### src/shared/rbs_pkg.sv
// Summary of operation
// - Pin reset sampled on running clock
// - Held while pin high, release two machine cycles after it falls
// - No flag records a pin reset
// - Power-down pin reset restarts clock first
// - Watchdog timeout resets whole system directly
// - Watchdog reset held two machine cycles
// - Watchdog flag bit 3, cleared by power-on/write
// - Soft reset trigger bit 7, hardware clears
// - Soft reset flag bit 0, survives warm resets
// - Boot select write picks next region
// - Boot select read shows previous region
// - Boot select loads inverted config bit 7
// - Fetch region taken from boot select
// - Config boot bit unprogrammed is one
// - Reset leaves data RAM untouched
// - PC forced 0000H, SP set 07H
// - Interrupts and timers disabled on reset
// - Port latches loaded with FFH
package rbs_pkg;
   localparam logic [7:0]  ADDR_CHIP_CTRL  = 8'h9F;
   localparam logic [7:0]  ADDR_WDOG_CTRL  = 8'hAA;
   localparam logic [7:0]  ADDR_RST_SRC    = 8'h96;
   localparam logic [7:0]  ADDR_TA_KEY     = 8'hC7;
   localparam logic [7:0]  ADDR_BOOT_CFG   = 8'hF0;
   localparam logic [7:0]  KEY_FIRST       = 8'hAA;
   localparam logic [7:0]  KEY_SECOND      = 8'h55;
   localparam int          BIT_SOFT_TRIG   = 7;
   localparam int          BIT_BOOT_SEL    = 1;
   localparam int          BIT_WDOG_FLAG   = 3;
   localparam int          BIT_SOFT_FLAG   = 0;
   localparam int          BIT_CFG_BOOT    = 7;
   localparam logic [7:0]  CFG_RESET       = 8'hFF;
   localparam logic [15:0] PC_RESET        = 16'h0000;
   localparam logic [7:0]  SP_RESET        = 8'h07;
   localparam logic [7:0]  PORT_RESET      = 8'hFF;
   localparam int          CLK_PER_MCYC    = 12;
   localparam int          HOLD_MCYC       = 2;
   localparam int          HOLD_CYC        = CLK_PER_MCYC * HOLD_MCYC;
   localparam int          STABLE_CYC      = 64;
   typedef enum logic [1:0] {ST_RUN, ST_WAKE, ST_HOLD} rbs_state_t;
endpackage

### src/rtl/rbs_reset_boot.sv
`timescale 1ns/1ps
module rbs_reset_boot #(
   parameter int STABLE_CYCLES = rbs_pkg::STABLE_CYC
) (
   input  wire logic        sys_clk,
   input  wire logic        nrst,
   input  wire logic        rstPin,
   input  wire logic        wdogTimeout,
   input  wire logic        powerDown,
   input  wire logic [7:0]  regAddr,
   input  wire logic [7:0]  regWdata,
   input  wire logic        regWr,
   input  wire logic        regRd,
   output logic      [7:0]  regRdata,
   output logic             clkRestart,
   output logic             cpuRst,
   output logic             bootLoader,
   output logic      [15:0] pcInit,
   output logic      [7:0]  spInit,
   output logic      [7:0]  portInit,
   output logic             intDisable,
   output logic             timerDisable
);
   // Two-stage release of the power-on reset
   logic rstSync1_ff, rstSync2_ff;
   always_ff @(posedge sys_clk or negedge nrst) begin
      if (!nrst) begin
         rstSync1_ff <= 1'b0;
         rstSync2_ff <= 1'b0;
      end else begin
         rstSync1_ff <= 1'b1;
         rstSync2_ff <= rstSync1_ff;
      end
   end
   wire porN = rstSync2_ff;

   rbs_pkg::rbs_state_t state_ff, nxt_state;
   logic [7:0]  holdCnt_ff, nxt_holdCnt;
   logic [15:0] wakeCnt_ff, nxt_wakeCnt;
   logic        keyStage_ff, keyOpen_ff;
   logic        softTrig_ff, bootSel_ff, bootPrev_ff, wdFlag_ff, swFlag_ff;
   logic        swPending_ff, wdPending_ff;
   logic [7:0]  cfgByte_ff;
   logic        cfgLoaded_ff;

   // Address decode
   wire wrChip = regWr && regAddr == rbs_pkg::ADDR_CHIP_CTRL;
   wire wrWdog = regWr && regAddr == rbs_pkg::ADDR_WDOG_CTRL;
   wire wrRsrc = regWr && regAddr == rbs_pkg::ADDR_RST_SRC;
   wire wrKey  = regWr && regAddr == rbs_pkg::ADDR_TA_KEY;
   wire wrCfg  = regWr && regAddr == rbs_pkg::ADDR_BOOT_CFG;
   wire wrChipOk = wrChip && keyOpen_ff;
   wire wrWdogOk = wrWdog && keyOpen_ff;
   wire swReq = wrChipOk && regWdata[rbs_pkg::BIT_SOFT_TRIG];
   // Pin and watchdog taken on clock
   wire inHold = state_ff == rbs_pkg::ST_HOLD;
   wire anyReq = rstPin || wdogTimeout || swReq;

   // Reset sequencer
   always_comb begin
      nxt_state   = state_ff;
      nxt_holdCnt = holdCnt_ff;
      nxt_wakeCnt = wakeCnt_ff;
      case (state_ff)
         rbs_pkg::ST_RUN: begin
            if (rstPin && powerDown) begin
               nxt_state   = rbs_pkg::ST_WAKE;
               nxt_wakeCnt = 16'h0000;
            end else if (anyReq) begin
               nxt_state   = rbs_pkg::ST_HOLD;
               nxt_holdCnt = 8'h00;
            end
         end
         rbs_pkg::ST_WAKE: begin
            nxt_wakeCnt = wakeCnt_ff + 16'h0001;
            if (32'(wakeCnt_ff) >= STABLE_CYCLES - 1) begin
               nxt_state   = rbs_pkg::ST_HOLD;
               nxt_holdCnt = 8'h00;
            end
         end
         rbs_pkg::ST_HOLD: begin
            if (rstPin) begin
               nxt_holdCnt = 8'h00;
            end else if (32'(holdCnt_ff) >= rbs_pkg::HOLD_CYC - 1) begin
               nxt_state = rbs_pkg::ST_RUN;
            end else begin
               nxt_holdCnt = holdCnt_ff + 8'h01;
            end
         end
         default: nxt_state = rbs_pkg::ST_RUN;
      endcase
   end

   wire holdEnd = inHold && !rstPin && 32'(holdCnt_ff) >= rbs_pkg::HOLD_CYC - 1;
   wire keyWrFirst = wrKey && regWdata == rbs_pkg::KEY_FIRST;

   always_ff @(posedge sys_clk or negedge nrst) begin
      if (!nrst) begin
         state_ff    <= rbs_pkg::ST_HOLD;
         holdCnt_ff  <= 8'h00;
         wakeCnt_ff  <= 16'h0000;
      end else begin
         state_ff    <= nxt_state;
         holdCnt_ff  <= nxt_holdCnt;
         wakeCnt_ff  <= nxt_wakeCnt;
      end
   end

   // Key unlock: open for exactly the next write
   always_ff @(posedge sys_clk or negedge nrst) begin
      if (!nrst) begin
         keyStage_ff <= 1'b0;
         keyOpen_ff  <= 1'b0;
      end else if (regWr) begin
         keyStage_ff <= keyWrFirst;
         keyOpen_ff  <= keyStage_ff && wrKey && regWdata == rbs_pkg::KEY_SECOND;
      end
   end

   // Source tracking and flags; power-on clears all, warm resets clear the trigger and pending bits but keep the flags
   always_ff @(posedge sys_clk or negedge nrst) begin
      if (!nrst) begin
         softTrig_ff  <= 1'b0;
         swPending_ff <= 1'b0;
         wdPending_ff <= 1'b0;
         wdFlag_ff    <= 1'b0;
         swFlag_ff    <= 1'b0;
      end else if (!porN) begin
         softTrig_ff  <= 1'b0;
         swPending_ff <= 1'b0;
         wdPending_ff <= 1'b0;
         wdFlag_ff    <= 1'b0;
         swFlag_ff    <= 1'b0;
      end else begin
         softTrig_ff  <= holdEnd ? 1'b0 : (softTrig_ff | swReq);
         swPending_ff <= holdEnd ? 1'b0 : (swPending_ff | swReq);
         wdPending_ff <= holdEnd ? 1'b0 : (wdPending_ff | wdogTimeout);
         if (wdogTimeout)
            wdFlag_ff <= 1'b1;
         else if (wrWdogOk && !regWdata[rbs_pkg::BIT_WDOG_FLAG])
            wdFlag_ff <= 1'b0;
         if (holdEnd && swPending_ff)
            swFlag_ff <= 1'b1;
         else if (wrRsrc && !regWdata[rbs_pkg::BIT_SOFT_FLAG])
            swFlag_ff <= 1'b0;
      end
   end

   // Boot select: write holds next choice, read shows previous
   always_ff @(posedge sys_clk or negedge nrst) begin
      if (!nrst) begin
         cfgByte_ff   <= rbs_pkg::CFG_RESET;
         cfgLoaded_ff <= 1'b0;
         bootSel_ff   <= 1'b0;
         bootPrev_ff  <= 1'b0;
      end else begin
         if (wrCfg)
            cfgByte_ff <= regWdata;
         // Inverted config bit unless soft reset
         if (!cfgLoaded_ff || (holdEnd && !swPending_ff)) begin
            bootSel_ff   <= ~cfgByte_ff[rbs_pkg::BIT_CFG_BOOT];
            cfgLoaded_ff <= 1'b1;
         end else if (wrChipOk) begin
            bootSel_ff <= regWdata[rbs_pkg::BIT_BOOT_SEL];
         end
         // Region latched at release: select after soft reset, else inverted config bit
         if (holdEnd) begin
            bootPrev_ff <= (!swPending_ff) ? ~cfgByte_ff[rbs_pkg::BIT_CFG_BOOT] : bootSel_ff;
         end
      end
   end

   // Only control state is reset, RAM untouched
   // Wake wait is not reset yet: the clock must settle first
   assign cpuRst       = inHold;
   assign clkRestart   = state_ff == rbs_pkg::ST_WAKE;
   assign bootLoader   = bootPrev_ff;
   assign pcInit       = rbs_pkg::PC_RESET;
   assign spInit       = rbs_pkg::SP_RESET;
   assign portInit     = rbs_pkg::PORT_RESET;
   assign intDisable   = cpuRst;
   assign timerDisable = cpuRst;

   // Read mux; no pin-reset flag exists anywhere
   logic [7:0] rdMux;
   always_comb begin
      rdMux = 8'h00;
      case (regAddr)
         rbs_pkg::ADDR_CHIP_CTRL: rdMux[rbs_pkg::BIT_BOOT_SEL] = bootPrev_ff;
         rbs_pkg::ADDR_WDOG_CTRL: rdMux[rbs_pkg::BIT_WDOG_FLAG] = wdFlag_ff;
         rbs_pkg::ADDR_RST_SRC:   rdMux[rbs_pkg::BIT_SOFT_FLAG] = swFlag_ff;
         rbs_pkg::ADDR_BOOT_CFG:  rdMux = cfgByte_ff;
         default:                 rdMux = 8'h00;
      endcase
   end

   always_ff @(posedge sys_clk or negedge nrst) begin
      if (!nrst)
         regRdata <= 8'h00;
      else
         regRdata <= regRd ? rdMux : 8'h00;
   end
endmodule

### config.mk
export PLATFORM = sky130hd
export DESIGN_NAME = rbs_reset_boot
export DESIGN_NICKNAME = d
export VERILOG_FILES = /design/src/shared/rbs_pkg.sv /design/src/rtl/rbs_reset_boot.sv
export SDC_FILE = /design/constraint.sdc
export NUM_CORES = 1
export LEC_CHECK = 0
export BUFFER_PORTS_ARGS = -buffer_cell sky130_fd_sc_hd__buf_2
export CORE_ASPECT_RATIO = 0.6
export CORE_MARGIN = 2
export CORE_UTILIZATION = 48
export DETAILED_ROUTE_END_ITERATION = 12
export GPL_TIMING_DRIVEN = 0
export PLACE_DENSITY = 0.84
export SLEW_MARGIN = 20
export SYNTH_ARGS = -nofsm -noshare
export SYNTH_HDL_FRONTEND = slang
export SYNTH_SLANG_ARGS = --single-unit
### constraint.sdc
create_clock -name sys_clk -period 1.7 [get_ports sys_clk]
set_clock_uncertainty 0.05 [all_clocks]
set_input_delay 0.085 -clock sys_clk [delete_from_list [all_inputs] [get_ports sys_clk]]
set_output_delay 0.085 -clock sys_clk [all_outputs]
set_load 0.05 [all_outputs]
==> results.json <==
{
  "cp_data_required_time_ns": 1.89,
  "worstMarginPinSlew_ns": 0.635,
  "synth_cell_types": 55,
  "multi_input_area_mm2": 0.00130,
  "worst_r2r_path_depth": 5,
  "synth-seq-cells": 52,
  "place_congestion": 0.835,
  "synthAdderAreaFrac_pct": 0.920,
  "finalSetupViolCount": 0,
  "fin_crit_ns": 1.70,
  "slew_headroom_pct": 57.7,
  "dieArea_mm2": 0.00630,
  "avgViaCountPerCell": 4.86,
  "yosys-top-cells-area": "dfrtp_1 40%, buf_4 9.4%, dfstp_2 8.7%, xor2_1 3.9%, mux2_2 3.3%",
  "routedWlPerCell_um": 14.0,
  "yosys.area.top_type": "dfrtp_1",
  "cts_tree": "done",
  "final_layout_size_suffix_gt1_share_pct": 39.2,
  "synth_xor_area_share_pct": 4.51,
  "status": "finished, final reports clean",
  "hold_path.class": "input port to flop",
  "yosys-mux-area-fraction_pct": 5.15,
  "max_clock_freq_mhz": 588,
  "hold_start": "regRd",
  "yosysSeqAreaShare_pct": 48.3,
  "final_max_slew_viol_count": 0,
  "place_ws_ns": -0.225,
  "power_uw": 2800,
  "clkLatencyLatePin_ns": 0.31,
  "drt_first_iter_violations": 75,
  "core_region_area_mm2": 0.00552,
  "ys_warn_count": 0,
  "rsz0062_at_grt": "yes",
  "synthSimpleGateAreaFrac_pct": 22.4,
  "synth-compound-area-share_pct": 7.23,
  "clk_pin_slew_worst_paths_ns": 0.10,
  "hold_depth": 3,
  "synth_top_family_by_area": "simple AND/OR/NAND/NOR gates",
  "chipWidth_um": 101,
  "cts_made_buffers": 5,
  "min_period_over_period_pct": 100,
  "synth_top_area_share_pct": 39.6,
  "placed_area_mm2": 0.00310,
  "rrSetupSlack_ns": 0.0001,
  "max-vdd-ir-drop_v": 0.000516,
  "vias": 1999,
  "syn-cell-area_mm2": 0.00272,
  "n_fill_cell": 430,
  "grt_max_degree": 53,
  "wl_um": 5750,
  "crit_arrival_ns": 1.89,
  "grt_pass1_vias": 1893,
  "num_io_pins": 68,
  "antenna_found_initial": 0,
  "die_y_um": 62.3,
  "grt.total_usage_pct": 19.1,
  "setup_ws_ns": 0.000135,
  "final_hold_viol_count": 0,
  "start_util_pct": 49.3,
  "syn_inst": 253,
  "syn2layout_area_growth_pct": 26.4,
  "dp_hpwl_um": 3950,
  "p_per_area_mw_per_mm2": 815,
  "crit_fanout": 6,
  "overflow": 0,
  "grt_pass1_wl_um": 9380,
  "final_util_pct": 62.3,
  "drc": 0,
  "synth_ff_type": "dfrtp_1",
  "whs_endpoint": "regRdata[3]",
  "synth-edff-count": 0,
  "r2r_start": "state_ff[1]",
  "clockBufferDepth": 2,
  "nets": 366,
  "end_kind": "flop",
  "cts-htree-levels": 2,
  "antennaDiodeCount": 0,
  "synthArstFlopShare_pct": 100,
  "crit_type": "flop to flop",
  "fin_area_mm2": 0.00344,
  "antenna_left": 0,
  "seq_area_mm2": 0.00132,
  "port_buffers": 35,
  "drv_cap": 0,
  "r2r-end": "holdCnt_ff[1]",
  "firstDrtPassIters": 4,
  "root_buffer": "clkbuf_8",
  "cp-start-kind": "flop",
  "num_rows": 21,
  "cts_num_sinks": 52,
  "syn_avg_cell_area_um2": 10.7,
  "p_leak_uw": 0.00171
}
per-layer routing:
metal	vias to the layer above	GRT usage, %	share of wire, %
li1	982	-	-
met1	940	29.3	47
met2	66	27.2	45
met3	11	4.62	6.2
met4	0	4.73	1.5
met5	-	0	0
worst max-delay path by stage:
stage | startpoint | end | slack [ns] | cells past startpoint
finish | state_ff[1] | holdCnt_ff[1] | 0.0001 | 5
global route | wakeCnt_ff[0] | holdCnt_ff[1] | -0.08 | 6
CTS | holdCnt_ff[1] | holdCnt_ff[1] | -0.04 | 6
detailed placement | holdCnt_ff[0] | holdCnt_ff[1] | -0.22 | 6
global placement | holdCnt_ff[0] | holdCnt_ff[1] | -0.16 | 6
floorplan | state_ff[1] | bootSel_ff | -0.05 | 6
repair_timing:
item,CTS,global route
endpoints found under the hold margin,48,0
setup buffers,5,3
endpoints found under the setup margin,13,21
hold buffers,6,0
resized for setup,8,18
pin swaps,3,5
synthesized netlist by cell type, types with 3 or more instances:
cell,n
mux2_2,8
mux2i_1,5
and2_1,6
and3_1,4
nand2_1,18
nor4_1,4
dfstp_2,9
nand3_1,11
nor2b_1,4
nand4_1,5
nor3_1,3
buf_4,34
xor2_1,12
a21oi_1,4
o22ai_1,4
nor2_1,22
inv_1,6
o21ai_0,4
dfrtp_1,43
registers in the layout, summed over array words and instances, names as in the netlist:
| name | count |
|---|---|
| regRdata | 8 |
| swFlag_ff | 1 |
| wakeCnt_ff | 16 |
| keyOpen_ff | 1 |
| cfgLoaded_ff | 1 |
| bootLoader | 1 |
| porN | 1 |
| swPending_ff | 1 |
| state_ff | 2 |
| rstSync1_ff | 1 |
| holdCnt_ff | 8 |
| bootSel_ff | 1 |
| wdFlag_ff | 1 |
| keyStage_ff | 1 |
| cfgByte_ff | 8 |
power breakdown:
part,internal [µW],switching [µW],total (µW)
logic,190,321,511
registers,1310,65.7,1380
clock network,482,431,913
total,1980,817,2800
metrics by stage:
stage                     hold slack (ns)  TNS [ns]  std cells
after global routing              0.00647    -0.223        411
after floorplan                    -0.261   -0.0463        285
final                             0.00579         0        411
after CTS                         0.00643   -0.0389        408
after global placement              0.283    -0.781        389
after detailed placement            0.289     -1.30        389
layout make-up:
cell class | instances | share of cell area (%)
flip-flops and latches | 52 | 38.3
repair buffers | 49 | 8.81
clock buffers | 6 | 2.40
well taps | 69 | 2.51
clock inverters | 2 | 1.13
inverters | 6 | 0.655
plain buffers | 39 | 8.30
multi-input cells | 188 | 37.9
cell families after synthesis:
logic type	count (synthesis)
multiplexers	13
flip-flops	52
other	2
buffers and inverters	45
adder cells (fa/ha/maj)	2
XOR/XNOR	14
AND/OR/NAND/NOR	100
AO/OA/AOI/OAI	25
layout by cell type (no fill, tap or decap), types with 5 or more instances in the layout:
master / n
dlygate4sd3_1: 6
xor2_1: 12
conb_1: 34
buf_4: 45
mux2_2: 8
mux2i_1: 5
nand2_1: 16
nor2_1: 21
and2_1: 6
dfrtp_1: 41
nand3_1: 11
nand4_1: 5
buf_2: 34
dfstp_2: 9
clkbuf_8: 6
inv_1: 6
critical path, cell delays in order, from the launching register on:
cell and delay (ns):
dfstp_2 0.54, and2b_2 0.24, nand4_1 0.15, o21bai_4 0.10, nor3_4 0.32, mux2i_1 0.22
Power figures use the tool's default switching activity.
